===== src/dco_defines.svh =====
`ifndef DCO_DEFINES_SVH
`define DCO_DEFINES_SVH

// register port geometry
`define DCO_ADDR_W      8
`define DCO_DATA_W      16

// register offsets
`define DCO_ADDR_LOWER  8'h00
`define DCO_ADDR_UPPER  8'h01
`define DCO_ADDR_RANGE  8'h02

// field positions
`define DCO_OE_BIT      10
`define DCO_UPPER_MSB   9
`define DCO_UPPER_W     10
`define DCO_LOWER_W     16
`define DCO_WORD_W      26
`define DCO_RANGE_MSB   3
`define DCO_RANGE_W     4
`define DCO_PPM_W       12

// reset values
`define DCO_LOWER_RST   16'h0000
`define DCO_UPPER_RST   10'h000
`define DCO_OE_RST      1'b0
`define DCO_RANGE_RST   4'h0
`define DCO_WORD_RST    26'h0000000
`define DCO_PPM_RST     12'h000
`define DCO_RDATA_RST   16'h0000

// pull range codes
`define DCO_CODE_25     4'h3
`define DCO_CODE_50     4'h4
`define DCO_CODE_80     4'h5
`define DCO_CODE_100    4'h6
`define DCO_CODE_125    4'h7
`define DCO_CODE_150    4'h8
`define DCO_CODE_200    4'h9
`define DCO_CODE_400    4'hA
`define DCO_CODE_600    4'hB
`define DCO_CODE_800    4'hC
`define DCO_CODE_1200   4'hD
`define DCO_CODE_1600   4'hE
`define DCO_CODE_3200   4'hF

// pull range magnitudes in ppm, symmetric about nominal
`define DCO_PPM_25      12'h019
`define DCO_PPM_50      12'h032
`define DCO_PPM_80      12'h050
`define DCO_PPM_100     12'h064
`define DCO_PPM_125     12'h07D
`define DCO_PPM_150     12'h096
`define DCO_PPM_200     12'h0C8
`define DCO_PPM_400     12'h190
`define DCO_PPM_600     12'h258
`define DCO_PPM_800     12'h320
`define DCO_PPM_1200    12'h4B0
`define DCO_PPM_1600    12'h640
`define DCO_PPM_3200    12'hC80

`endif


===== src/dco_pkg.sv =====
`include "dco_defines.svh"

package dco_pkg;

	typedef struct packed {
		logic                       wr;
		logic                       rd;
		logic [`DCO_ADDR_W-1:0]     addr;
		logic [`DCO_DATA_W-1:0]     wdata;
	} reg_access_type;

	typedef struct packed {
		logic signed [`DCO_WORD_W-1:0] word;
		logic [`DCO_RANGE_W-1:0]       range;
		logic [`DCO_PPM_W-1:0]         ppm;
		logic                          range_ok;
	} steering_type;

	typedef enum logic [1:0] {
		ST_FILL   = 2'b00,
		ST_SETTLE = 2'b01,
		ST_LOAD   = 2'b10,
		ST_RUN    = 2'b11
	} boot_state_type;

endpackage


===== src/dco_output_control_regs.sv =====
`timescale 1ns/10ps
`include "dco_defines.svh"

// Function
// - output/upper register bits 15:11 read zero
// - bit 10 is software output enable
// - hardware enable mode ignores software enable writes
// - bits 9:0 are pull word top
// - pull word resets to zero, nominal
// - pull word is signed two's complement
// - only upper word write applies pull
// - range register bits 15:4 read zero
// - bits 3:0 select range; 0-2 unused
// - range codes map to listed ppm spans
// - range loads factory value at power-up
module dco_output_control_regs
	import dco_pkg::*;
(
	input  wire logic                       i_clk,
	input  wire logic                       i_rst,
	input  wire reg_access_type             i_bus,
	input  wire logic                       i_oe_hw_mode,
	input  wire logic                       i_oe_pin,
	input  wire logic [`DCO_RANGE_W-1:0]    i_factory_range,
	output logic      [`DCO_DATA_W-1:0]     o_rdata,
	output logic                            o_rd_valid,
	output logic                            o_ready,
	output logic                            o_driver_en,
	output logic      [`DCO_WORD_W-1:0]     o_pending_word,
	output steering_type                    o_steer,
	output logic                            o_update
);

	// pin synchronisers
	logic                    mode_meta_ff;
	logic                    mode_sync_ff;
	logic                    pin_meta_ff;
	logic                    pin_sync_ff;
	logic [`DCO_RANGE_W-1:0] fact_meta_ff;
	logic [`DCO_RANGE_W-1:0] fact_sync_ff;

	always_ff @(posedge i_clk or posedge i_rst) begin
		if (i_rst) begin
			mode_meta_ff <= 1'b0;
			mode_sync_ff <= 1'b0;
			pin_meta_ff  <= 1'b0;
			pin_sync_ff  <= 1'b0;
			fact_meta_ff <= `DCO_RANGE_RST;
			fact_sync_ff <= `DCO_RANGE_RST;
		end else begin
			mode_meta_ff <= i_oe_hw_mode;
			mode_sync_ff <= mode_meta_ff;
			pin_meta_ff  <= i_oe_pin;
			pin_sync_ff  <= pin_meta_ff;
			fact_meta_ff <= i_factory_range;
			fact_sync_ff <= fact_meta_ff;
		end
	end

	// boot sequencer
	// the factory code needs two edges to cross the synchroniser,
	// so it is taken on the third edge; writes wait for run
	boot_state_type state_ff;
	boot_state_type nxt_state;

	always_comb begin
		nxt_state = state_ff;
		case (state_ff)
			ST_FILL: begin
				nxt_state = ST_SETTLE;
			end
			ST_SETTLE: begin
				nxt_state = ST_LOAD;
			end
			ST_LOAD: begin
				nxt_state = ST_RUN;
			end
			ST_RUN: begin
				nxt_state = ST_RUN;
			end
			default: begin
				nxt_state = ST_FILL;
			end
		endcase
	end

	always_ff @(posedge i_clk or posedge i_rst) begin
		if (i_rst) begin
			state_ff <= ST_FILL;
		end else begin
			state_ff <= nxt_state;
		end
	end

	// one decoder for every write strobe; nothing lands before run
	function automatic logic wr_hit(
		input reg_access_type         acc,
		input logic                   is_run,
		input logic [`DCO_ADDR_W-1:0] off
	);
		return is_run && acc.wr && (acc.addr == off);
	endfunction

	// pull word is always upper half over lower half
	function automatic logic [`DCO_WORD_W-1:0] join_word(
		input logic [`DCO_UPPER_W-1:0] hi,
		input logic [`DCO_LOWER_W-1:0] lo
	);
		return {hi, lo};
	endfunction

	// register file
	logic                    run;
	logic                    wr_lower;
	logic                    wr_upper;
	logic                    wr_range;
	logic [`DCO_LOWER_W-1:0] lower_ff;
	logic [`DCO_LOWER_W-1:0] nxt_lower;
	logic [`DCO_UPPER_W-1:0] upper_ff;
	logic [`DCO_UPPER_W-1:0] nxt_upper;
	logic                    oe_sw_ff;
	logic                    nxt_oe_sw;
	logic [`DCO_RANGE_W-1:0] range_ff;
	logic [`DCO_RANGE_W-1:0] nxt_range;

	always_comb begin
		run       = (state_ff == ST_RUN);
		wr_lower  = wr_hit(i_bus, run, `DCO_ADDR_LOWER);
		wr_upper  = wr_hit(i_bus, run, `DCO_ADDR_UPPER);
		wr_range  = wr_hit(i_bus, run, `DCO_ADDR_RANGE);
		nxt_lower = lower_ff;
		nxt_upper = upper_ff;
		nxt_oe_sw = oe_sw_ff;
		nxt_range = range_ff;
		if (wr_lower) begin
			// lower half is only held; it steers nothing yet
			nxt_lower = i_bus.wdata;
		end
		if (wr_upper) begin
			nxt_upper = i_bus.wdata[`DCO_UPPER_MSB:0];
			// bits 15:11 are simply never stored
			if (!mode_sync_ff) begin
				nxt_oe_sw = i_bus.wdata[`DCO_OE_BIT];
			end
		end
		if (state_ff == ST_LOAD) begin
			nxt_range = fact_sync_ff;
		end else if (wr_range) begin
			nxt_range = i_bus.wdata[`DCO_RANGE_MSB:0];
		end
	end

	always_ff @(posedge i_clk or posedge i_rst) begin
		if (i_rst) begin
			lower_ff <= `DCO_LOWER_RST;
			upper_ff <= `DCO_UPPER_RST;
			oe_sw_ff <= `DCO_OE_RST;
			range_ff <= `DCO_RANGE_RST;
		end else begin
			lower_ff <= nxt_lower;
			upper_ff <= nxt_upper;
			oe_sw_ff <= nxt_oe_sw;
			range_ff <= nxt_range;
		end
	end

	// range decode
	logic [`DCO_PPM_W-1:0] dec_ppm;
	logic                  dec_valid;

	pull_range_decode u_decode (
		.i_code  (range_ff),
		.o_ppm   (dec_ppm),
		.o_valid (dec_valid)
	);

	// steering latch
	// the word handed on takes its upper half from the write data directly, so
	// the strobe and the new word appear in the same cycle
	steering_type steer_ff;
	steering_type nxt_steer;
	logic         update_ff;
	logic         nxt_update;

	always_comb begin
		nxt_steer  = steer_ff;
		nxt_update = 1'b0;
		if (wr_upper) begin
			nxt_steer.word     = signed'(join_word(
				i_bus.wdata[`DCO_UPPER_MSB:0], lower_ff));
			nxt_steer.range    = range_ff;
			nxt_steer.ppm      = dec_ppm;
			nxt_steer.range_ok = dec_valid;
			nxt_update         = 1'b1;
		end
	end

	always_ff @(posedge i_clk or posedge i_rst) begin
		if (i_rst) begin
			steer_ff.word     <= `DCO_WORD_RST;
			steer_ff.range    <= `DCO_RANGE_RST;
			steer_ff.ppm      <= `DCO_PPM_RST;
			steer_ff.range_ok <= 1'b0;
			update_ff         <= 1'b0;
		end else begin
			steer_ff  <= nxt_steer;
			update_ff <= nxt_update;
		end
	end

	// driver enable
	logic drv_ff;
	logic nxt_drv;

	always_comb begin
		// hardware mode hands the driver to the pin alone
		nxt_drv = mode_sync_ff ? pin_sync_ff : oe_sw_ff;
	end

	always_ff @(posedge i_clk or posedge i_rst) begin
		if (i_rst) begin
			drv_ff <= 1'b0;
		end else begin
			drv_ff <= nxt_drv;
		end
	end

	// read path
	// one cycle latency; unmapped offsets read as zero
	logic [`DCO_DATA_W-1:0] rdata_ff;
	logic [`DCO_DATA_W-1:0] nxt_rdata;
	logic                   rd_valid_ff;
	logic                   nxt_rd_valid;

	always_comb begin
		nxt_rdata    = `DCO_RDATA_RST;
		nxt_rd_valid = i_bus.rd;
		if (i_bus.rd) begin
			case (i_bus.addr)
				`DCO_ADDR_LOWER: begin
					nxt_rdata = lower_ff;
				end
				`DCO_ADDR_UPPER: begin
					nxt_rdata[`DCO_UPPER_MSB:0] = upper_ff;
					nxt_rdata[`DCO_OE_BIT]      = oe_sw_ff;
				end
				`DCO_ADDR_RANGE: begin
					nxt_rdata[`DCO_RANGE_MSB:0] = range_ff;
				end
				default: begin
					nxt_rdata = `DCO_RDATA_RST;
				end
			endcase
		end
	end

	always_ff @(posedge i_clk or posedge i_rst) begin
		if (i_rst) begin
			rdata_ff    <= `DCO_RDATA_RST;
			rd_valid_ff <= 1'b0;
		end else begin
			rdata_ff    <= nxt_rdata;
			rd_valid_ff <= nxt_rd_valid;
		end
	end

	// ready flag
	logic ready_ff;

	always_ff @(posedge i_clk or posedge i_rst) begin
		if (i_rst) begin
			ready_ff <= 1'b0;
		end else begin
			ready_ff <= (nxt_state == ST_RUN);
		end
	end

	// staged word, for observation only
	logic [`DCO_WORD_W-1:0] pend_ff;

	always_ff @(posedge i_clk or posedge i_rst) begin
		if (i_rst) begin
			pend_ff <= `DCO_WORD_RST;
		end else begin
			pend_ff <= join_word(nxt_upper, nxt_lower);
		end
	end

	always_comb begin
		o_rdata        = rdata_ff;
		o_rd_valid     = rd_valid_ff;
		o_ready        = ready_ff;
		o_driver_en    = drv_ff;
		o_pending_word = pend_ff;
		o_steer        = steer_ff;
		o_update       = update_ff;
	end

endmodule


===== src/pull_range_decode.sv =====
`timescale 1ns/10ps
`include "dco_defines.svh"

module pull_range_decode (
	input  wire logic [`DCO_RANGE_W-1:0] i_code,
	output logic      [`DCO_PPM_W-1:0]   o_ppm,
	output logic                         o_valid
);

	function automatic logic [`DCO_PPM_W-1:0] code_to_ppm(
		input logic [`DCO_RANGE_W-1:0] code
	);
		logic [`DCO_PPM_W-1:0] ppm;
		ppm = `DCO_PPM_RST;
		case (code)
			`DCO_CODE_25:   ppm = `DCO_PPM_25;
			`DCO_CODE_50:   ppm = `DCO_PPM_50;
			`DCO_CODE_80:   ppm = `DCO_PPM_80;
			`DCO_CODE_100:  ppm = `DCO_PPM_100;
			`DCO_CODE_125:  ppm = `DCO_PPM_125;
			`DCO_CODE_150:  ppm = `DCO_PPM_150;
			`DCO_CODE_200:  ppm = `DCO_PPM_200;
			`DCO_CODE_400:  ppm = `DCO_PPM_400;
			`DCO_CODE_600:  ppm = `DCO_PPM_600;
			`DCO_CODE_800:  ppm = `DCO_PPM_800;
			`DCO_CODE_1200: ppm = `DCO_PPM_1200;
			`DCO_CODE_1600: ppm = `DCO_PPM_1600;
			`DCO_CODE_3200: ppm = `DCO_PPM_3200;
			// unused codes steer nothing
			default:        ppm = `DCO_PPM_RST;
		endcase
		return ppm;
	endfunction

	always_comb begin
		o_ppm   = code_to_ppm(i_code);
		o_valid = (code_to_ppm(i_code) != `DCO_PPM_RST);
	end

endmodule

===== config.mk =====
export PLATFORM = sky130hd
export DESIGN_NAME = dco_output_control_regs
export DESIGN_NICKNAME = d
export VERILOG_FILES = /design/src/dco_pkg.sv /design/src/dco_output_control_regs.sv /design/src/pull_range_decode.sv
export VERILOG_INCLUDE_DIRS = /design/src
export SDC_FILE = /design/constraint.sdc
export NUM_CORES = 1
export LEC_CHECK = 0
export BUFFER_PORTS_ARGS = -buffer_cell sky130_fd_sc_hd__buf_2
export CAP_MARGIN = 25
export CELL_PAD_IN_SITES_DETAIL_PLACEMENT = 1
export CELL_PAD_IN_SITES_GLOBAL_PLACEMENT = 1
export CORE_ASPECT_RATIO = 0.6
export CORE_MARGIN = 10
export CORE_UTILIZATION = 42
export CTS_CLUSTER_DIAMETER = 120
export DETAILED_ROUTE_END_ITERATION = 10
export GPL_TIMING_DRIVEN = 0
export PLACE_DENSITY = 0.84
export SYNTH_ARGS = -nofsm -noshare
export SYNTH_HDL_FRONTEND = slang
export SYNTH_SLANG_ARGS = --single-unit

===== constraint.sdc =====
create_clock -name i_clk -period 9.6 [get_ports i_clk]
set_input_delay 2.4 -clock i_clk [delete_from_list [all_inputs] [get_ports i_clk]]
set_output_delay 2.4 -clock i_clk [all_outputs]
set_load 0.1 [all_outputs]

==> results of run 1 <==
==> cells in the mapped netlist (2+ instances only) <==
library cell	number	area (um^2)
sky130_fd_sc_hd__mux2_2	8	90.1
sky130_fd_sc_hd__mux2i_1	15	150
sky130_fd_sc_hd__buf_2	2	10.0
sky130_fd_sc_hd__nand2_1	125	469
sky130_fd_sc_hd__clkbuf_1	12	45.0
sky130_fd_sc_hd__a21oi_1	8	40.0
sky130_fd_sc_hd__buf_1	5	18.8
sky130_fd_sc_hd__nor2_1	28	105
sky130_fd_sc_hd__nand3b_1	2	15.0
sky130_fd_sc_hd__o21ai_0	6	30.0
sky130_fd_sc_hd__o31ai_1	4	30.0
sky130_fd_sc_hd__nand3_1	2	10.0
sky130_fd_sc_hd__mux2_4	10	150
sky130_fd_sc_hd__a211oi_1	2	15.0
sky130_fd_sc_hd__and2_1	5	31.3
sky130_fd_sc_hd__dfrtp_1	108	2700
sky130_fd_sc_hd__nand4_1	2	12.5
sky130_fd_sc_hd__inv_1	3	11.3
sky130_fd_sc_hd__nor2b_1	2	12.5
sky130_fd_sc_hd__nand2b_1	2	12.5
==> cell type report <==
type	count	area, um^2
plain buffers	20	88.8
repair buffers	121	628
well taps	130	163
multi-input cells	237	1330
flip-flops and latches	108	2700
clock buffers	12	256
inverters	4	17.5
fillers	1087	4110
clock inverters	4	95.1
diodes	1	2.50
==> cell usage in the layout, fill, tap and decap left out, drive strengths merged <==
master / Yosys / layout
xnor2: 1 / 1
nand2b: 2 / 2
or2: 1 / 1
nor2: 28 / 28
a21o: 1 / 1
clkbuf: 12 / 24
a31oi: 1 / 1
o31ai: 4 / 4
nand2: 126 / 126
mux2i: 15 / 15
dfrtp: 108 / 108
nand4b: 1 / 1
a211oi: 2 / 2
a21oi: 8 / 8
nand4: 2 / 2
o41ai: 1 / 1
nor4b: 2 / 2
o21a: 1 / 1
and3: 1 / 1
o211a: 1 / 1
o21ai: 6 / 6
and2: 6 / 6
a41oi: 1 / 1
clkinv: 1 / 2
buf: 8 / 129
nor2b: 2 / 2
nand3b: 2 / 2
inv: 3 / 3
nor4: 1 / 1
bufinv: 0 / 3
mux2: 18 / 18
xor2: 1 / 1
nand3: 2 / 2
diode: 0 / 1
==> worst paths after layout <==
| path | startpoint | end | depth (start not counted) |
|---|---|---|---|
| setup reg to reg | state_ff[1] | o_steer[20] | 6 |
| hold reg to reg | fact_meta_ff[0] | fact_sync_ff[0] | 0 |
| max in group asynchronous | i_rst | o_steer[42] | 3 |
| hold / removal | fact_meta_ff[0] | fact_sync_ff[0] | 0 |
| min in group asynchronous | i_rst | o_steer[17] | 2 |
| setup / recovery | i_bus[21] | o_pending_word[4] | 6 |
==> routing by layer <==
metal | wire [um] | up-vias | track usage
li1 | - | 1456 | -
met1 | 5660 | 1585 | 0.220
met2 | 5610 | 101 | 0.268
met3 | 1150 | 11 | 0.0780
met4 | 109 | 0 | 0.0399
met5 | 0 | - | 0
==> state kept, by name (all words and copies together), names as in the netlist, 2 cells and up <==
name / count
o_rdata: 16
o_pending_word: 26
fact_sync_ff: 4
range_ff: 4
fact_meta_ff: 4
o_steer: 43
state_ff: 2
==> worst max-delay path: stages <==
cell and delay, ns:
sky130_fd_sc_hd__buf_2 0.11, sky130_fd_sc_hd__nor4_4 0.40, sky130_fd_sc_hd__nand2_2 0.13, sky130_fd_sc_hd__nor4b_4 0.55, sky130_fd_sc_hd__buf_8 0.26, sky130_fd_sc_hd__mux2_4 0.31
==> power groups by stage <==
stage                     clock network (W)  logic (W)  registers [W]
after detailed placement                  0   0.000140       0.000487
after floorplan                           0  0.0000336       0.000558
after CTS                          0.000435   0.000140       0.000479
final                              0.000428   0.000139       0.000479
after global placement                    0   0.000135       0.000486
after global routing               0.000455   0.000147       0.000480
==> logic make-up after synthesis <==
logic type      after synthesis  synth area share
simple gates                176             0.183
mux                          33            0.0944
buf+inv                      24            0.0251
compound gates               26            0.0396
xor+xnor                      2           0.00424
flops                       108             0.654
==> stage by stage <==
step                power, W  utilization  area (um^2)  std cells  setup slack [ns]
detailed placement  0.000627        0.525         4930        620              5.29
global route         0.00108        0.562         5280        636              5.52
CTS                  0.00105        0.562         5280        636              5.64
floorplan           0.000591            -         4140        369              4.35
global placement    0.000621        0.522         4900        619              3.20
finish               0.00105        0.562         5280        637              5.65
==> results.md, run 1 <==
- The count of nets left with antenna violations once routing finished came out at 0.
- The count of input and output buffers is between 100 and 150.
- The TritonCTS buffer count is 9.
- The pre-antenna-repair detailed-routing pass consisted of 4 iterations.
- The critical path endpoint category is a flip-flop.
- The total standard cell area after synthesis is 0.00414 mm^2.
- The type of origin of the critical path is an input pin.
- The die covers between 0.01 and 0.015 mm^2.
- The internal power summed over all cells is between 0.0007 and 0.0008 W.
- The synthesized netlist contains 38 unique library cells.
- The area growth from synthesis to layout is 27.7%.
- CTS placed an instance of sky130_fd_sc_hd__clkbuf_16 at the clock tree root.
- The setup TNS is 0 ns.
- The total routing resource utilization after global routing is 0.174.
- The number of gates resized after cts is 0.
- Power spread over the standard cell area amounts to around 200 mW/mm^2.
- The initial utilization of the core area, before any placement, comes to 0.440.
- The net count after synthesis is 403.
- The core region is roughly 0.0094 mm^2.
- Buffers added to address setup during post-CTS repair amount to 0.
- The critical path is of the input pin to flip-flop type.
- TritonCTS built the clock tree.
- The HPWL reported at the end of detailed placement is ~9.3 mm.
- The number of synthesized register bits is roughly 110.
- In the synthesized netlist the dominant register cell turns out to be sky130_fd_sc_hd__dfrtp_1.
- After floorplanning, the core was divided into 27 placement rows.
- The worst hold path class is flip-flop to flip-flop.
- In this run the number of H-tree levels came out at 3.
- In this run the power spent charging and discharging nets is 0.000282 W.
- For this design, the sink count on the clock tree is between 100 and 150.
- Yosys printed 0 warnings.
- The net count reported at finish is ~540.
- The async set-reset flop share out of synthesis is 1.00.
- The part of the total power dissipated in the clock network is 0.410.
- The detailed-route vias per instance is 4.95.
- At the later pin of the worst-skew pair, clock insertion delay measures ~0.34 ns.
- The number of standard cells after synthesis is 369.
- Hold timing on the final database bottoms out at a slack of 0.352 ns.
- The number of setup violations in the final report is 0.
- The number of hold violations in the final report is 0.
- Routability-driven placement finished with a final weighted congestion of slightly above 0.8.
- The fraction of power consumed by combinational cells is 0.133.
- Measured against its own limit, the worst slew margin works out to 0.512.
- The final worst clock skew is around 0.0042 ns.
- The die span in x is approximately 150 um.
- Along the worst path, the maximum fanout reaches 10.
- The required time of the worst setup path is slightly below 10 ns.
- Across all register-to-register paths, the minimum setup slack is ~7.6 ns.
- The number of antenna violations at the first check in global routing was 1.
- The mean area per synthesized cell is 11.2 um^2.
- The max-slew violation count is 0.
- The die is 96.9 um tall.
- The slew at the pin closest to its max-slew limit is 0.722 ns.
- The DRC violation count after routing is 0.
- The share of final-layout standard cells stronger than drive strength 1 is 0.322.
- The share of total power dissipated in sequential elements is 0.458.
- Setup repair after global routing left no endpoint under its margin.
- The upper clock frequency limit is roughly 0.25 GHz.
- Data on the critical path arrives at its endpoint at approximately 4.2 ns.
- The first-pass GRT wire length is 19.7 mm.
- The DRC violation total after the first TritonRoute iteration is approximately 140.
- The average wire per standard cell is slightly below 20 um.
- The number of buffers between clock root and the deepest sink is 2.
- The register area share after synthesis is 0.654.
- Entering global routing, the biggest net connects 66 pins.
- Global routing finished with a remaining overflow of 0.
- The number of global-route vias before repair was roughly 3,500.
- The count of maximum capacitance violations is 0.
- The time the final worst path needs with I/O delays and setup is a little under 4 ns.
- Yosys mapped a number of flops with a built-in enable equal to 0.
- Buffers inserted to repair hold after CTS numbered 0.
- The via total after detailed routing is 3,153.
- The switching share of power is 0.270.
- After clock tree synthesis, the clock-pin slew on the worst setup and hold paths is roughly 0.070 ns.
- For this design the top-level I/O count stands at 123.
- The peak ir drop on the vdd network is 0.0900 mV.
- The static leakage is between 2 and 3 nW.
- The flow ran to the end, and the final reports show no timing, DRC or antenna violations.
- The final critical-path share of the clock period is 0.411.
- The final layout contains routed wiring with a total length of about 13 mm.
Note: power is estimated with default switching activity, not from simulation.
==> inputs of run 2 (changes only) <==
- CORE_UTILIZATION: 42 -> 35
- PLACE_DENSITY: 0.84 -> 0.74
- clock period: 9.6 -> 3.62 ns (I/O delays scaled with it)
==> run 2 against run 1 <==
  * Register-to-register slack got worse by 5.9 ns
  * Clock power rose by 120%
  * Clock skew is 0.0013 ns higher
  * Die area is 16% higher
  * Design area shrank 0.40%
  * Setup slack got worse by 4.5 ns
  * Count of clock-buffer cells in the layout shrank 3
  * Via count decreased by 0.73%
  * Sequential share of layout area is 0.21 points higher
  * Wire length fell by 1.5%
  * Cell count rose by 4.7%
==> results.md, run 2 (synthesis results as in run 1) <==
- The depth of the CTS H-tree is 3 (unchanged).
- The antenna violation net count after detailed routing is 0 (unchanged).
- The post-placement worst setup slack is 0.772 ns (-4.52 ns).
- The area overhead of the layout relative to synthesis is 27.2%.
- The final instance area is 0.00526 mm^2 (-0.40%).
- The total routing resource utilization after global routing came to 0.150 (-0.0243).
- The worst hold path class is flip-flop to flip-flop.
- The critical path goes through buf_2 -> nor4_4 -> nand2_2 -> nor4b_4 -> buf_8 -> mux2_4.
- The first-pass GRT wire length came to 19.8 mm (+0.56%).
- The area of the die is 0.0167 mm^2 (+16%).
- The final worst clock skew is 0.00553 ns (+0.00131 ns).
- The share of final-layout standard cells stronger than drive strength 1 was 0.325 (+0.00331).
- The number of buffers added for setup after CTS is 0 (unchanged).
- The first-pass iteration count of the detailed router is 4 (unchanged).
- The count of input and output buffers is 120 (unchanged).
- The upper clock frequency limit is ~0.41 GHz.
- The worst-skew pair later-pin latency is 0.35 ns (about the same).
- The count of hold buffers inserted by post-cts repair is 0 (unchanged).
- The number of global-route vias before repair was 3,504 (+0.26%).
- The diode insertion count for antenna repair is 0 (-1).
- The slew at the pin closest to its max-slew limit is 0.933 ns (+0.211 ns).
- The chip height came to 104 um (+7.6%).
- The buffering stage count on the worst path with inverters included is 2 (unchanged).
- The number of setup violations in the final report is 0 (unchanged).
- The worst setup margin is 1.16 ns (-4.50 ns).
- The type of origin of the critical path is an input pin.
- The root buffer cell is sky130_fd_sc_hd__clkbuf_16.
- The number of hold violations in the final report came to 0 (unchanged).
- The detailed-route wire length is 12.3 mm (-1.5%).
- The net count reported at finish is 536 (+0.19%).
- The peak per-stage delay on the critical path was 0.57 ns (+0.02 ns).
- The clock period could shrink to between 2 and 2.5 ns.
- The DRC violation count after routing was 0 (unchanged).
- The count of maximum capacitance violations is 0 (unchanged).
- The area of the core region was 0.0114 mm^2 (+22%).
- The TritonCTS buffer count came to 9 (unchanged).
- Leaving out fill and tap cells, the most frequent cell in the layout is sky130_fd_sc_hd__nand2_1.
- The relative slew slack is 0.369 (-0.142).
- The max-slew violation count is 0 (unchanged).
- The instance area at placement is 0.00498 mm^2 (+1.0%).
- The maximum fanout along the worst path is 10 (unchanged).
- The classification of the worst setup path is input pin to flip-flop.
- The number of cell rows is 30 (+11%).
- The sum of overflow across all layers after global routing is 0 (unchanged).
- The required time of the worst setup path is 3.85 ns (-5.98 ns).
- The initial core utilization came to 0.362 (-0.0779).
- The flip-flop count of the largest register, all copies and words added is 43 (unchanged).
- The clock transition at the register clock pins on the worst setup and hold paths after CTS was 0.07 ns (about the same).
- The count of boundary I/O pins came to 123 (unchanged).
- The total power per unit cell area is 491 mW/mm^2 (+150%).
- The die span in x is 160 um (+8.3%).
- The final critical-path share of the clock period is 0.681.
- The number of antenna violations at the first check in global routing is 1 (unchanged).
- Setup repair after global routing left no endpoint under its margin.
- The number of buffers between clock root and the deepest sink is 2 (unchanged).
- The routability congestion estimate from global placement came to 0.788 (-3.9%).
- The setup TNS is 0 ns (unchanged).
- The total clock sinks came to 108 (unchanged).
- The peak ir drop on the vdd network is 0.243 mV (+170%).
- The via total after detailed routing was 3,130 (-0.73%).
- The critical path endpoint category is a flip-flop.
- The static leakage is 2.96 nW (-0.95%).
- The critical path arrival came to 2.70 ns (-1.47 ns).
- TritonCTS built the clock tree.
- The average wire per standard cell came to 18.5 um (-5.9%).
- The detailed-route vias per instance was 4.69 (-5.2%).
- In the layout the commonest cells are sky130_fd_sc_hd__nand2_1, sky130_fd_sc_hd__buf_2, sky130_fd_sc_hd__dfrtp_1, sky130_fd_sc_hd__nor2_1, sky130_fd_sc_hd__mux2i_1.
- The number of gates resized after cts is 0 (unchanged).
- The HPWL reported at the end of detailed placement is 9.46 mm (+1.4%).
- The largest net degree at the start of global routing came to 44 (-33%).
- The flow ran to the end, and the final reports show no timing, DRC or antenna violations.
- The fill cell total of the finished layout came to 1,326 (+22%).
- The minimum hold slack is 0.350 ns (-0.00180 ns).
- The DRC violation total after the first TritonRoute iteration is 139 (+1.5%).
- The cell family contributing the most delay on the critical path is simple AND/OR/NAND/NOR gates.
- The library cell contributing the largest single delay on the critical path is sky130_fd_sc_hd__nor4b_4.
==> run 2: cell types whose count changed in the layout (fill, tap and decap cells not counted), moves of 2 or more <==
cell / previous run / this run
sky130_fd_sc_hd__buf_12: 0 / 2
sky130_fd_sc_hd__bufinv_16: 3 / 0
sky130_fd_sc_hd__inv_6: 0 / 3
sky130_fd_sc_hd__clkbuf_8: 2 / 0
==> run 2: layout make-up <==
type                            count  area (um^2)  share of cell area
Tap cell                          160          200              0.0380
Sequential cell                   108         2700               0.514
Buffer                             20         88.8              0.0169
Timing Repair Buffer              122          641               0.122
Clock buffer                        9          225              0.0428
Inverter                            4         18.8             0.00357
Clock inverter                      7         56.3              0.0107
Multi-Input combinational cell    237         1330               0.253
==> run 2: metal layers <==
layer | global-route usage | vias to the layer above | share of wire
li1 | - | 1465 | -
met1 | 0.195 | 1559 | 0.48
met2 | 0.220 | 92 | 0.42
met3 | 0.0731 | 12 | 0.086
met4 | 0.0333 | 2 | 0.0077
met5 | 0 | - | 0.00097
==> run 2: metrics by stage <==
stage               cells   util  power, W
global route          667  0.461   0.00270
detailed placement    651  0.436   0.00166
finish                667  0.461   0.00258
global placement      649  0.433   0.00165
floorplan             369      -   0.00157
CTS                   667  0.461   0.00262
==> run 2: worst reg2reg max path, delay by kind of cell, from the launching register on <==
| family | cells | cell delay [ns] |
|---|---|---|
| and+or+nand+nor | 4 | 0.61 |
| buffers and inverters | 2 | 0.84 |
| DFF | 1 | 0.41 |
==> run 2: power by group <==
part | switching (W) | internal [W]
sequential | 0.0000252 | 0.00124
clock | 0.000471 | 0.000479
combinational | 0.000297 | 0.0000712
total | 0.000793 | 0.00179
==> run 2: path summary, 6_finish.rpt <==
path | cells past startpoint | to | from | slack, ns
hold reg to reg | 0 | mode_sync_ff | mode_meta_ff | 0.35
min in group asynchronous | 2 | fact_meta_ff[0] | i_rst | 0.62
max in group asynchronous | 3 | o_driver_en | i_rst | 2.38
hold / removal | 0 | mode_sync_ff | mode_meta_ff | 0.35
setup reg to reg | 6 | o_pending_word[25] | state_ff[1] | 1.71
setup / recovery | 6 | o_pending_word[6] | i_bus[21] | 1.16
==> inputs of run 3 (changes only) <==
- clock period: 3.62 -> 2.02 ns (I/O delays scaled with it)
==> run 3 against run 2 <==
  * Total power is 79% higher
  * Worst hold slack worse by 0.13 ns
  * Core utilization grew 0.18 points
  * First-iteration DRC count shrank 5.8%
  * Non-clock buffer count rose by 1
  * Sequential share of layout area shrank 0.19 points
  * Cell count rose by 0.15%
  * Critical path depth unchanged
  * Via count barely moved
  * Critical path type unchanged
  * Critical endpoint is now o_pending_word[12]
==> results.md, run 3 (synthesis results as in run 1) <==
- The worst setup margin is 0.142 ns (-1.01 ns).
- The first-pass iteration count of the detailed router is 4 (unchanged).
- The diode insertion count for antenna repair came to 0 (unchanged).
- The classification of the worst setup path is input pin to flip-flop.
- The area of the core region is 0.0114 mm^2 (unchanged).
- The library cell contributing the largest single delay on the critical path is sky130_fd_sc_hd__nor4b_4.
- The net count reported at finish is 537 (+0.19%).
- The HPWL reported at the end of detailed placement is 9.46 mm (unchanged).
- The number of global-route vias before repair is 3,515 (+0.31%).
- The peak ir drop on the vdd network is 0.434 mV (+79%).
- The required time of the worst setup path is 2.26 ns (-1.59 ns).
- The number of hold violations in the final report is 0 (unchanged).
- In the finished design, the share of the clock period the worst path needs comes to 0.930.
- The worst-skew pair later-pin latency is 0.35 ns (about the same).
- The most common library cell in the layout ignoring fill and taps is sky130_fd_sc_hd__nand2_1.
- The post-placement worst setup slack is -0.428 ns (-1.20 ns).
- The total power per unit cell area came to 878 mW/mm^2 (+79%).
- The count of maximum capacitance violations is 0 (unchanged).
- The number of setup violations in the final report is 0 (unchanged).
- The antenna violation net count after detailed routing is 0 (unchanged).
- The via total after detailed routing is 3,128 (-0.064%).
- In this design, the largest share of critical-path delay is due to simple AND/OR/NAND/NOR gates.
- The die span in x is 160 um (unchanged).
- The slew at the pin closest to its max-slew limit is 0.609 ns (-0.323 ns).
- The TritonCTS buffer count is 9 (unchanged).
- The instance count after placement with tap cells included is 651 (unchanged).
- The routability congestion estimate from global placement is 0.788 (unchanged).
- The top cell types in the final layout, fill and taps aside, are sky130_fd_sc_hd__nand2_1, sky130_fd_sc_hd__buf_2, sky130_fd_sc_hd__dfrtp_1, sky130_fd_sc_hd__nor2_1, sky130_fd_sc_hd__mux2i_1.
- STA classifies the critical path startpoint as an input pin.
- The internal power summed over all cells was 0.00321 W (+79%).
- Derived from the worst setup path, the maximum achievable clock frequency is ~0.53 GHz.
- The total clock sinks is 108 (unchanged).
- The relative slew slack is 0.593 (+0.223).
- The total routing resource utilization after global routing is 0.150 (about the same).
- The chip height is 104 um (unchanged).
- The critical path arrival is 2.12 ns (-0.58 ns).
- The setup TNS is 0 ns (unchanged).
- The final worst clock skew is 0.00648 ns (+0.000945 ns).
- The launch point of the critical path is i_bus[21].
- The area of the die is 0.0167 mm^2 (unchanged).
- The depth of the CTS H-tree was 3 (unchanged).
- The largest net degree at the start of global routing is 44 (unchanged).
- The peak per-stage delay on the critical path was 0.40 ns (-0.17 ns).
- The first-pass GRT wire length came to 19.9 mm (+0.11%).
- The max-slew violation count is 0 (unchanged).
- The initial core utilization is 0.362 (unchanged).
- The run finished with clean final reports.
- The maximum fanout along the worst path is 5 (-5).
- The switching component of the power came to 0.00142 W (+79%).
- The fraction of power consumed by combinational cells came to 0.143 (about the same).
- The routed design could run at a clock period as short as approximately 1.9 ns.
- The average wire per standard cell is 18.5 um (about the same).
- The number of antenna violations at the first check in global routing was 1 (unchanged).
- The share of the core filled with cells is 0.463 (+0.00175).
- The sum of overflow across all layers after global routing is 0 (unchanged).
- TritonCTS built the clock tree.
- The part of the total power dissipated in the clock network is 0.367 (about the same).
- The count of boundary I/O pins is 123 (unchanged).
- The DRC violation count after routing is 0 (unchanged).
- The count of input and output buffers is 120 (unchanged).
- The detailed-route vias per instance came to 4.68 (-0.21%).
- The share of final-layout standard cells stronger than drive strength 1 is 0.339 (+0.0131).
- The number of buffers between clock root and the deepest sink came to 2 (unchanged).
- The clock transition at the register clock pins on the worst setup and hold paths after CTS is 0.08 ns (about the same).
- The startpoint identified for the worst register-to-register timing path is state_ff[1].
- The static leakage is 2.98 nW (+0.70%).
- The critical path endpoint category is a flip-flop.
- The area overhead of the layout relative to synthesis is 27.7%.
- The sequential group share of total power is 0.490 (about the same).
- The number of cell rows is 30 (unchanged).
- The flip-flop count of the largest register, all copies and words added is 43 (unchanged).
- The switching share of power came to 0.307 (+0.000327).
- In this run the clock root is driven by a sky130_fd_sc_hd__clkbuf_16.
- The buffering stage count on the worst path with inverters included is 2 (unchanged).
- The count of non-filler cells in the finished layout was 668 (+0.15%).
- Setup repair after global routing left no endpoint under its margin.
- The DRC violation total after the first TritonRoute iteration came to 131 (-5.8%).
- In this run the worst hold path is classified as input pin to asynchronous set/reset pin.
- The signal on the critical path passes through buf_2 -> nor4_4 -> nand2_2 -> nor4b_4 -> buf_4 -> mux2_2.
- The detailed-route wire length came to 12.4 mm (+0.11%).
==> run 3: cell types whose count changed in the layout (fill, tap and decap cells not counted), sizes merged <==
cell,change
clkbuf,+3
buf,-2
==> run 3: worst paths after layout <==
path	cells after the start	to	slack (ns)
worst max-delay path	6	o_pending_word[12]	0.14
worst min-delay path	2	fact_meta_ff[0]	0.22
worst max register to register	6	o_steer[38]	0.22
worst min register to register	0	mode_sync_ff	0.35
max in group asynchronous	3	o_driver_en	1.18
min in group i_clk	1	fact_meta_ff[1]	0.26
==> run 3: metal layers <==
metal,vias to the layer above,track usage,routed length [um]
li1,1469,-,-
met1,1545,0.195,5920
met2,100,0.220,5230
met3,12,0.0731,1100
met4,2,0.0333,93
met5,-,0,12
==> run 3: worst reg2reg max path, delay by kind of cell (launching register included) <==
kind	cells	cell delay (ns)
and+or+nand+nor	4	0.61
DFF	1	0.41
buffers and inverters	2	0.73
==> run 3: per-stage QoR <==
| step | area [um^2] | total power, W | hold slack [ns] |
|---|---|---|---|
| after floorplan | 4140 | 0.00281 | 0.331 |
| after global placement | 4940 | 0.00296 | 0.333 |
| after detailed placement | 4980 | 0.00298 | 0.336 |
| after CTS | 5270 | 0.00469 | 0.233 |
| after global routing | 5280 | 0.00484 | 0.241 |
| final | 5280 | 0.00463 | 0.224 |
==> run 3: power by group through the flow <==
stage / clock network [W] / registers [W] / logic (W)
finish: 0.00170 / 0.00227 / 0.000660
global placement: 0 / 0.00231 / 0.000645
detailed placement: 0 / 0.00231 / 0.000666
CTS: 0.00176 / 0.00227 / 0.000668
floorplan: 0 / 0.00265 / 0.000160
global route: 0.00185 / 0.00228 / 0.000701
==> run 3: layout make-up <==
type | instances | area [um^2]
tap | 160 | 200
fill | 1326 | 6130
sequential | 108 | 2700
inverter | 4 | 18.8
clock buffer | 9 | 225
timing repair buffer | 123 | 648
buffer | 20 | 95.1
clock inverter | 7 | 56.3
multi-input combinational | 237 | 1340
==> run 3: repair_timing <==
item | CTS | global route
setup endpoints to repair | 10 | 18
hold buffers | 0 | 0
buffers inserted | 1 | 0
gates resized for setup | 0 | 8
gates cloned | 0 | 0
pin swaps | 1 | 0
